**src/pkg/pcfg_pkg.sv**
```systemverilog
// pcfg_pkg: offsets, fixed values and bus commands of the configuration header block
package pcfg_pkg;

  // configuration byte offsets
  localparam logic [7:0] REV_OFS = 8'h08;
  localparam logic [7:0] PROGIF_OFS = 8'h09;
  localparam logic [7:0] SUBCLASS_OFS = 8'h0a;
  localparam logic [7:0] BASECLASS_OFS = 8'h0b;
  localparam logic [7:0] TENURE_OFS = 8'h0d;
  localparam logic [7:0] HDR_OFS = 8'h0e;
  localparam logic [7:0] IO_WINDOW_OFS = 8'h10;
  localparam logic [7:0] MEM_WINDOW_OFS = 8'h14;
  localparam logic [7:0] BVENDOR_OFS = 8'h2c;
  localparam logic [7:0] BCODE_OFS = 8'h2e;

  // fixed read-only contents
  localparam logic [7:0] PROGIF_VAL = 8'h00;
  localparam logic [7:0] SUBCLASS_VAL = 8'h00;
  localparam logic [7:0] BASECLASS_VAL = 8'h02;
  localparam logic [7:0] HDR_VAL = 8'h00;

  // window address field: bits 31..5 are stored, 4..0 are fixed
  localparam int ADDR_LSB = 5;
  localparam logic [4:0] IO_LOW_BITS = 5'h01;
  localparam logic [4:0] MEM_LOW_BITS = 5'h00;

  // reset values
  localparam logic [7:0] TENURE_RST = 8'h00;
  localparam logic [26:0] WINDOW_RST = 27'h0000000;

  // bus commands on C/BE[3:0] during the address phase
  localparam logic [3:0] CMD_IO_RD = 4'h2;
  localparam logic [3:0] CMD_IO_WR = 4'h3;
  localparam logic [3:0] CMD_MEM_RD = 4'h6;
  localparam logic [3:0] CMD_MEM_WR = 4'h7;
  localparam logic [3:0] CMD_MEM_RDMULT = 4'hc;
  localparam logic [3:0] CMD_MEM_RDLINE = 4'he;
  localparam logic [3:0] CMD_MEM_WRINV = 4'hf;

endpackage : pcfg_pkg

```
**src/logic/pcfg_regs.sv**
```systemverilog
// pcfg_regs: configuration header registers, window decode and tenure timer
// Function
// - fixed revision code read at byte 08h
// - programming interface byte 09h reads 00h
// - sub-class byte 0Ah reads 00h
// - base-class byte 0Bh reads 02h
// - load timer on FRAME start, count down
// - lost grant: keep bus until count zero
// - counter cleared and held while FRAME idle
// - timer byte read/write, cleared by reset
// - header byte 0Eh reads zero, writes ignored
// - I/O base bits 31-5 read/write
// - claim enabled I/O command on address match
// - I/O base low bits read 00001b
// - memory base bits 31-5 stored, claims matches
// - memory base low bits read zero
// - board vendor code aliases config word
// - board code aliases second config word
// - I/O accesses ignored while disabled
// - memory accesses ignored while disabled
`timescale 1ns/1ps
module pcfg_regs #(
  // arbitrary neutral value; low nibble stands for the silicon step
  parameter logic [7:0] REVISION_CODE = 8'h10
) (
  input wire logic clk_sys, // system clock, 10 MHz
  input wire logic rst_b, // hardware reset, synchronous, active low
  input wire logic clkEn, // clock enable, freezes all state when low
  input wire logic cfgSel, // pulse: configuration data phase for us
  input wire logic cfgWrite, // 1 write, 0 read
  input wire logic [5:0] cfgDwordIdx, // dword number, byte offset bits 7..2
  input wire logic [3:0] cfgByteEn, // byte enables, active high
  input wire logic [31:0] cfgWriteData, // write data
  output logic [31:0] cfgReadData, // read data, held until next read
  output logic cfgReadValid, // pulse: cfgReadData updated
  input wire logic addrPhase, // pulse: address phase on the bus
  input wire logic [31:0] busAddr, // AD[31:0] in the address phase
  input wire logic [3:0] busCmd, // C/BE[3:0] in the address phase
  input wire logic ioAccessEnable, // command register I/O enable
  input wire logic memoryAccessEnable, // command register memory enable
  output logic devselClaim, // pulse: access claimed, drive DEVSEL
  output logic claimIoSpace, // pulse: claim was an I/O access
  output logic claimMemSpace, // pulse: claim was a memory access
  input wire logic [15:0] boardVendorConfigWord, // loaded config word
  input wire logic [15:0] boardCodeConfigWord, // second loaded word
  input wire logic tenureStart, // pulse: own FRAME asserted, tenure begins
  input wire logic frameActive, // level: own FRAME asserted
  input wire logic gntActive, // level: arbiter grant present
  output logic [7:0] tenureCount, // latency counter value
  output logic busRelease // level: tenure over, release the bus
);

  typedef struct packed {
    logic [7:0] tenureTimer;
    logic [26:0] ioWindowAddress;
    logic [26:0] memoryWindowAddress;
    logic [31:0] readData;
    logic readValid;
    logic devsel;
    logic claimIo;
    logic claimMem;
  } pcfg_regs_s;

  pcfg_regs_s st_q;
  pcfg_regs_s st_d;

  // dword number of a byte offset
  function automatic logic [5:0] dwordOf(input logic [7:0] ofs);
    dwordOf = ofs[7:2];
  endfunction : dwordOf

  // byte lane of a byte offset
  function automatic logic [1:0] laneOf(input logic [7:0] ofs);
    laneOf = ofs[1:0];
  endfunction : laneOf

  // merge a write into a 27-bit window address, lane by lane
  function automatic logic [26:0] mergeAddr(
    input logic [26:0] old,
    input logic [31:0] wdata,
    input logic [3:0] be
  );
    logic [31:0] full;
    full = {old, 5'h00};
    for (int i = 0; i < 4; i++) begin
      if (be[i]) begin
        full[i*8 +: 8] = wdata[i*8 +: 8];
      end
    end
    mergeAddr = full[31:pcfg_pkg::ADDR_LSB];
  endfunction : mergeAddr

  // address-phase command class
  function automatic logic isIoCmd(input logic [3:0] cmd);
    isIoCmd = (cmd == pcfg_pkg::CMD_IO_RD) || (cmd == pcfg_pkg::CMD_IO_WR);
  endfunction : isIoCmd

  function automatic logic isMemCmd(input logic [3:0] cmd);
    case (cmd)
      pcfg_pkg::CMD_MEM_RD,
      pcfg_pkg::CMD_MEM_WR,
      pcfg_pkg::CMD_MEM_RDMULT,
      pcfg_pkg::CMD_MEM_RDLINE,
      pcfg_pkg::CMD_MEM_WRINV: isMemCmd = 1'b1;
      default: isMemCmd = 1'b0;
    endcase
  endfunction : isMemCmd

  // place a byte in its lane of a dword
  function automatic logic [31:0] atLane(input logic [7:0] val, input logic [7:0] ofs);
    atLane = {24'h000000, val} << {laneOf(ofs), 3'b000};
  endfunction : atLane

  // read image of one dword; unmapped dwords and unused lanes read zero
  function automatic logic [31:0] readDword(
    input logic [5:0] idx,
    input pcfg_regs_s s,
    input logic [15:0] vendorWord,
    input logic [15:0] codeWord
  );
    readDword = 32'h00000000;
    if (idx == dwordOf(pcfg_pkg::REV_OFS)) begin
      readDword = atLane(REVISION_CODE, pcfg_pkg::REV_OFS)
                | atLane(pcfg_pkg::PROGIF_VAL, pcfg_pkg::PROGIF_OFS)
                | atLane(pcfg_pkg::SUBCLASS_VAL, pcfg_pkg::SUBCLASS_OFS)
                | atLane(pcfg_pkg::BASECLASS_VAL, pcfg_pkg::BASECLASS_OFS);
    end else if (idx == dwordOf(pcfg_pkg::TENURE_OFS)) begin
      readDword = atLane(s.tenureTimer, pcfg_pkg::TENURE_OFS)
                | atLane(pcfg_pkg::HDR_VAL, pcfg_pkg::HDR_OFS);
    end else if (idx == dwordOf(pcfg_pkg::IO_WINDOW_OFS)) begin
      readDword = {s.ioWindowAddress, pcfg_pkg::IO_LOW_BITS};
    end else if (idx == dwordOf(pcfg_pkg::MEM_WINDOW_OFS)) begin
      readDword = {s.memoryWindowAddress, pcfg_pkg::MEM_LOW_BITS};
    end else if (idx == dwordOf(pcfg_pkg::BVENDOR_OFS)) begin
      readDword[laneOf(pcfg_pkg::BVENDOR_OFS)*8 +: 16] = vendorWord;
      readDword[laneOf(pcfg_pkg::BCODE_OFS)*8 +: 16] = codeWord;
    end
  endfunction : readDword

  logic writeHit;
  logic readHit;
  logic ioMatch;
  logic memMatch;
  logic [1:0] tenureLane;

  always_comb begin
    st_d = st_q;
    writeHit = cfgSel && cfgWrite;
    readHit = cfgSel && !cfgWrite;
    tenureLane = laneOf(pcfg_pkg::TENURE_OFS);

    // configuration writes; fixed fields simply have no storage
    if (writeHit) begin
      if (cfgDwordIdx == dwordOf(pcfg_pkg::TENURE_OFS) && cfgByteEn[tenureLane]) begin
        st_d.tenureTimer = cfgWriteData[tenureLane*8 +: 8];
      end
      if (cfgDwordIdx == dwordOf(pcfg_pkg::IO_WINDOW_OFS)) begin
        st_d.ioWindowAddress = mergeAddr(st_q.ioWindowAddress, cfgWriteData, cfgByteEn);
      end
      if (cfgDwordIdx == dwordOf(pcfg_pkg::MEM_WINDOW_OFS)) begin
        st_d.memoryWindowAddress = mergeAddr(st_q.memoryWindowAddress, cfgWriteData, cfgByteEn);
      end
    end

    // read data holds between reads so a slow data phase can sample it
    st_d.readValid = readHit;
    if (readHit) begin
      st_d.readData = readDword(cfgDwordIdx, st_q, boardVendorConfigWord, boardCodeConfigWord);
    end

    // address decode: a disabled space never claims, whatever the base holds
    ioMatch = addrPhase && ioAccessEnable && isIoCmd(busCmd)
           && (busAddr[31:pcfg_pkg::ADDR_LSB] == st_q.ioWindowAddress);
    memMatch = addrPhase && memoryAccessEnable && isMemCmd(busCmd)
            && (busAddr[31:pcfg_pkg::ADDR_LSB] == st_q.memoryWindowAddress);
    st_d.claimIo = ioMatch;
    st_d.claimMem = memMatch;
    st_d.devsel = ioMatch || memMatch;
  end

  always_ff @(posedge clk_sys) begin
    if (!rst_b) begin
      st_q.tenureTimer <= pcfg_pkg::TENURE_RST;
      st_q.ioWindowAddress <= pcfg_pkg::WINDOW_RST;
      st_q.memoryWindowAddress <= pcfg_pkg::WINDOW_RST;
      st_q.readData <= 32'h00000000;
      st_q.readValid <= 1'b0;
      st_q.devsel <= 1'b0;
      st_q.claimIo <= 1'b0;
      st_q.claimMem <= 1'b0;
    end else if (clkEn) begin
      st_q <= st_d;
    end
  end

  assign cfgReadData = st_q.readData;
  assign cfgReadValid = st_q.readValid;
  assign devselClaim = st_q.devsel;
  assign claimIoSpace = st_q.claimIo;
  assign claimMemSpace = st_q.claimMem;

  // counter kept apart: it runs on master activity, not on config cycles
  pcfg_tenure u_tenure (
    .clk_sys(clk_sys),
    .rst_b(rst_b),
    .clkEn(clkEn),
    .timerValue(st_q.tenureTimer),
    .tenureStart(tenureStart),
    .frameActive(frameActive),
    .gntActive(gntActive),
    .tenureCount(tenureCount),
    .busRelease(busRelease)
  );

endmodule : pcfg_regs

```
**src/logic/pcfg_tenure.sv**
```systemverilog
// pcfg_tenure: master bus tenure countdown driven by the latency timer value
`timescale 1ns/1ps
module pcfg_tenure (
  input wire logic clk_sys, // system clock
  input wire logic rst_b, // synchronous reset, active low
  input wire logic clkEn, // clock enable, freezes state when low
  input wire logic [7:0] timerValue, // programmed tenure timer
  input wire logic tenureStart, // pulse: own FRAME asserted at start of tenure
  input wire logic frameActive, // level: own FRAME asserted
  input wire logic gntActive, // level: grant from arbiter present
  output logic [7:0] tenureCount, // current counter value
  output logic busRelease // level: bus must be released now
);

  typedef struct packed {
    logic [7:0] count;
    logic release_;
  } pcfg_tenure_s;

  pcfg_tenure_s st_q;
  pcfg_tenure_s st_d;

  always_comb begin
    st_d = st_q;
    if (!frameActive) begin
      // idle between tenures: counter held cleared
      st_d.count = 8'h00;
    end else if (tenureStart) begin
      st_d.count = timerValue;
    end else if (st_q.count != 8'h00) begin
      st_d.count = st_q.count - 8'h01;
    end
    // grant loss is honoured only once the count has run out
    st_d.release_ = frameActive && !gntActive && (st_d.count == 8'h00);
  end

  always_ff @(posedge clk_sys) begin
    if (!rst_b) begin
      st_q <= '0;
    end else if (clkEn) begin
      st_q <= st_d;
    end
  end

  assign tenureCount = st_q.count;
  assign busRelease = st_q.release_;

endmodule : pcfg_tenure

```
**config.mk**
```make
export PLATFORM = sky130hd
export DESIGN_NAME = pcfg_regs
export DESIGN_NICKNAME = d
export VERILOG_FILES = /design/src/pkg/pcfg_pkg.sv /design/src/logic/pcfg_regs.sv /design/src/logic/pcfg_tenure.sv
export SDC_FILE = /design/constraint.sdc
export NUM_CORES = 1
export LEC_CHECK = 0
export ABC_AREA = 0
export BUFFER_PORTS_ARGS = -buffer_cell sky130_fd_sc_hd__buf_4
export CAP_MARGIN = 40
export CELL_PAD_IN_SITES_DETAIL_PLACEMENT = 0
export CELL_PAD_IN_SITES_GLOBAL_PLACEMENT = 2
export CORE_MARGIN = 3
export CORE_UTILIZATION = 27
export DETAILED_ROUTE_END_ITERATION = 6
export GPL_TIMING_DRIVEN = 0
export PLACE_DENSITY = 0.83
export SLEW_MARGIN = 5
export SYNTH_ARGS = -nofsm -noshare
export SYNTH_HDL_FRONTEND = slang
export SYNTH_SLANG_ARGS = --single-unit
```
**constraint.sdc**
```tcl
create_clock -name clk_sys -period 2.1 [get_ports clk_sys]
set_clock_uncertainty 0.2 [all_clocks]
set_input_delay 0.105 -clock clk_sys [delete_from_list [all_inputs] [get_ports clk_sys]]
set_output_delay 0.105 -clock clk_sys [all_outputs]
set_load 0.02 [all_outputs]
```
==> results.tsv <==
stage	metric	value	unit
status	outcome	finished, violations left	
status	failing checks	negative hold slack, negative setup slack	
synth	sequential-to-total area share from yosys stat	38.08	%
drt	post-DR wirelength/cell	18.92	microns
sta	final setup fails	2	
synth	synthesis-stage register bit count	107	
pwr	leakage	3.518	nW
global_routing	initial antenna violation count	0	
hold_path	worst hold stages	3	
drt	DR vias/cell	4.827	
synth	synth top area cells	dfxtp_1, mux2i_1, xor2_1	
placement	dpl hpwl	16.89	mm
die	core area	0.02036	sq mm
synth	area leader, netlist	dfxtp_1	
cells_and_area	Final #Nets	1009	
die	Rows	52	
sta	Worst-Margin Slew	797.6	ps
synth	most used flip-flop cell after synthesis	dfxtp_1	
drt	routed vias	5599	
synth	Mapped Area	0.005625	sq mm
global_routing	vias in the first global route	5575	
sta	final worst slack	-80.21	ps
drt	WL final	21.95	mm
die	Boundary Pins	166	
placement	global placement routability congestion	0.8260	
cells_and_area	share of cells above drive strength 1	28.20	%
drt	wl on met1	9.992	mm
hold_path	HP Class	in2reg	
sta	Achievable Freq	458.7	MHz
sta	crit share post-route	103.8	%
synth	number of flops mapped to enable cells by yosys	0	
global_routing	first-pass GRT wire length	32.62	mm
sta	unrepaired setup endpoints after global routing	true	
drt	metal3 WL	1.287	mm
drt	ANT nets after route	0	
setup_path	critical path data arrival time	2200	ps
setup_path	Crit Path Category	reg2reg	
setup_path	worst-path fanout max	7	
die	Die Ht	150.3	microns
pwr	VDD IR max	0.3650	mV
clock_tree	htree depth	3	
setup_path	Setup crit end kind	flip-flop	
setup_path	crit path launch type	flip-flop	
global_routing	largest net degree at the start of global routing	19	
clock_tree	Num Clock Sinks	107	
pwr	PD cells	583.6	mW/mm^2
global_routing	total track usage	19.26	%
global_routing	global-route congestion overflow total	0	
synth	Async S/R FF share, synth	0	%
drt	DRT Pass-1 Iters	5	
clock_tree	register clock-pin slew on the reported worst setup and hold paths	80	ps
pwr	total chip power	4.782	mW
synth	syn_area_per_cell	8.536	sq um
die	Die X	150.3	microns
synth	top cell type's share of synthesized area	38.08	%
clock_tree	clock root buffer	clkbuf_16	
sta	max-slew violations	0	
setup_path	worst r2r path cells	5	
die	Initial Utilization	27.62	%
drt	DR DRC count	0	
synth	post-synth net total	782	
clock_tree	CTS tree	built	
placement	Cells after DPL	1083	
clock_tree	worst-skew pair later-pin latency	360	ps
setup_path	reg2reg setup slack	-80	ps
die	die area	0.02260	sq mm
cells_and_area	Inserted Diodes	0	
placement	IO buf count	154	
sta	Slew Limit Headroom	46.83	%
drt	initial DRC count	367	
cells_and_area	Synth-to-Final Area Change	45.66	%
run	# Max-Cap Violations	0	
sta	Hold Vio Cnt, Final	2	
synth	count of cell types in the netlist	53	
clock_tree	number of hold buffers added after CTS	55	
setup_path	Required @ worst endpoint	2120	ps
cells_and_area	final std cells w/o fill	1160	
clock_tree	clock buffer count from CTS	9	
sta	Fin Setup TNS	-107.7	ps
sta	fin crit period	2180	ps
synth	Syn. warnings	0	
synth	cells after synthesis	659	
sta	hold_ws	-26.81	ps
clock_tree	maximum clock path buffer count	2	
drt	metal2 WL	10.52	mm
drt	Highest Signal Layer	met4	
[synthesized netlist by cell type (3+ instances only)]
library cell / count
o21ai_0: 25
nor3_1: 14
and2_1: 4
xnor2_1: 23
and3_1: 3
a22o_1: 8
mux2i_1: 49
inv_1: 6
nand2_1: 61
xor2_1: 33
nor4_1: 9
nand2b_1: 14
o2bb2ai_1: 8
o211ai_1: 11
dfxtp_1: 107
a21oi_1: 53
nor2_1: 65
nor2b_1: 6
a221oi_1: 11
nand4_1: 11
or4_1: 4
mux2_2: 9
nand3_1: 17
clkbuf_1: 34
buf_4: 32
a31oi_1: 4
[metrics by stage]
stage	setup WS (ps)	area, sq um	utilization, %
after floorplan	3.293	5648	-
after global placement	-530.5	7142	35.07
after detailed placement	-584.3	7142	35.07
after CTS	-72.82	8123	39.89
after global routing	-110.9	8194	40.24
final	-80.21	8194	40.24
[timing repair]
action                                  in CTS  in global routing
setup buffers                                7                  0
endpoints found under the hold margin       90                  1
endpoints found under the setup margin      21                 20
gates resized for setup                      9                 18
pin swaps                                    9                  8
gates cloned                                 0                  0
[kinds of logic (layout without fill, tap and decap cells)]
family                   after synthesis  in the layout  synth area share (%)
AO/OA/AOI/OAI                        139            139                 15.79
XOR/XNOR                              56             56                 8.719
adder cells (fa/ha/maj)                2              2                0.4448
buffers and inverters                 76            307                 7.251
flip-flops                           107            107                 38.08
multiplexers                          58             58                 10.52
AND/OR/NAND/NOR                      221            221                 19.19
[power breakdown]
| part | internal [mW] | leakage (nW) | switching (mW) |
|---|---|---|---|
| Sequential | 2.05 | 0.868 | 0.0231 |
| Combinational | 0.394 | 2.49 | 0.387 |
| Clock | 1.06 | 0.158 | 0.867 |
[sequential cells by signal, indices dropped and copies added, names as in the netlist]
name and cells:
st_q 62, cfgReadData 32, u_tenure.tenureCount 8, cfgReadValid 1, claimIoSpace 1, claimMemSpace 1
devselClaim 1, u_tenure.busRelease 1
[critical path, stage by stage (launching register included)]
cell and delay (ps):
dfxtp_4 380, or4_4 580, or4_4 450, a31oi_4 200
o21a_1 150, o32ai_1 70
[final cells by class]
class | count | area [sq um]
multi-input cells | 476 | 3202
clock buffers | 9 | 225.2
plain buffers | 70 | 389.1
repair buffers | 216 | 1759
well taps | 270 | 337.8
flip-flops and latches | 107 | 2158
clock inverters | 6 | 97.59
fillers | 2181 | 12170
inverters | 6 | 25.02
[final timing paths]
check / end / from
setup reg to reg: u_tenure.busRelease$_SDFFE_PN0P_ / u_tenure.tenureCount[3]$_SDFFE_PN0P_
hold / removal: u_tenure.tenureCount[1]$_SDFFE_PN0P_ / frameActive
setup / recovery: u_tenure.busRelease$_SDFFE_PN0P_ / u_tenure.tenureCount[3]$_SDFFE_PN0P_
hold reg to reg: cfgReadData[1]$_SDFFE_PN0P_ / cfgReadData[1]$_SDFFE_PN0P_
[routing by layer]
layer	vias to the layer above	GRT usage (%)
met5	-	0
met3	8	3.552
met1	2669	26.57
met4	0	2.745
li1	2751	-
met2	171	32.14
[cells in the final DEF (no fill, tap or decap), drive strengths merged, types with 3 or more instances in the layout]
cell type / synthesis / layout
mux2i: 49 / 49
a221oi: 11 / 11
or4: 5 / 5
nand3: 17 / 17
mux2: 9 / 9
o21ai: 25 / 25
nor4: 10 / 10
nor2: 65 / 65
o211ai: 11 / 11
nor2b: 6 / 6
xor2: 33 / 33
nor3: 17 / 17
nand4: 11 / 11
nand2b: 14 / 14
dfxtp: 107 / 107
and2: 4 / 4
a21oi: 53 / 53
nand2: 61 / 61
clkbuf: 34 / 44
a22o: 8 / 8
buf: 36 / 196
o2bb2ai: 8 / 8
xnor2: 23 / 23
inv: 6 / 9
dlygate4sd3: 0 / 55
and3: 3 / 3
a31oi: 4 / 4
(Power assumes the default switching activity.)
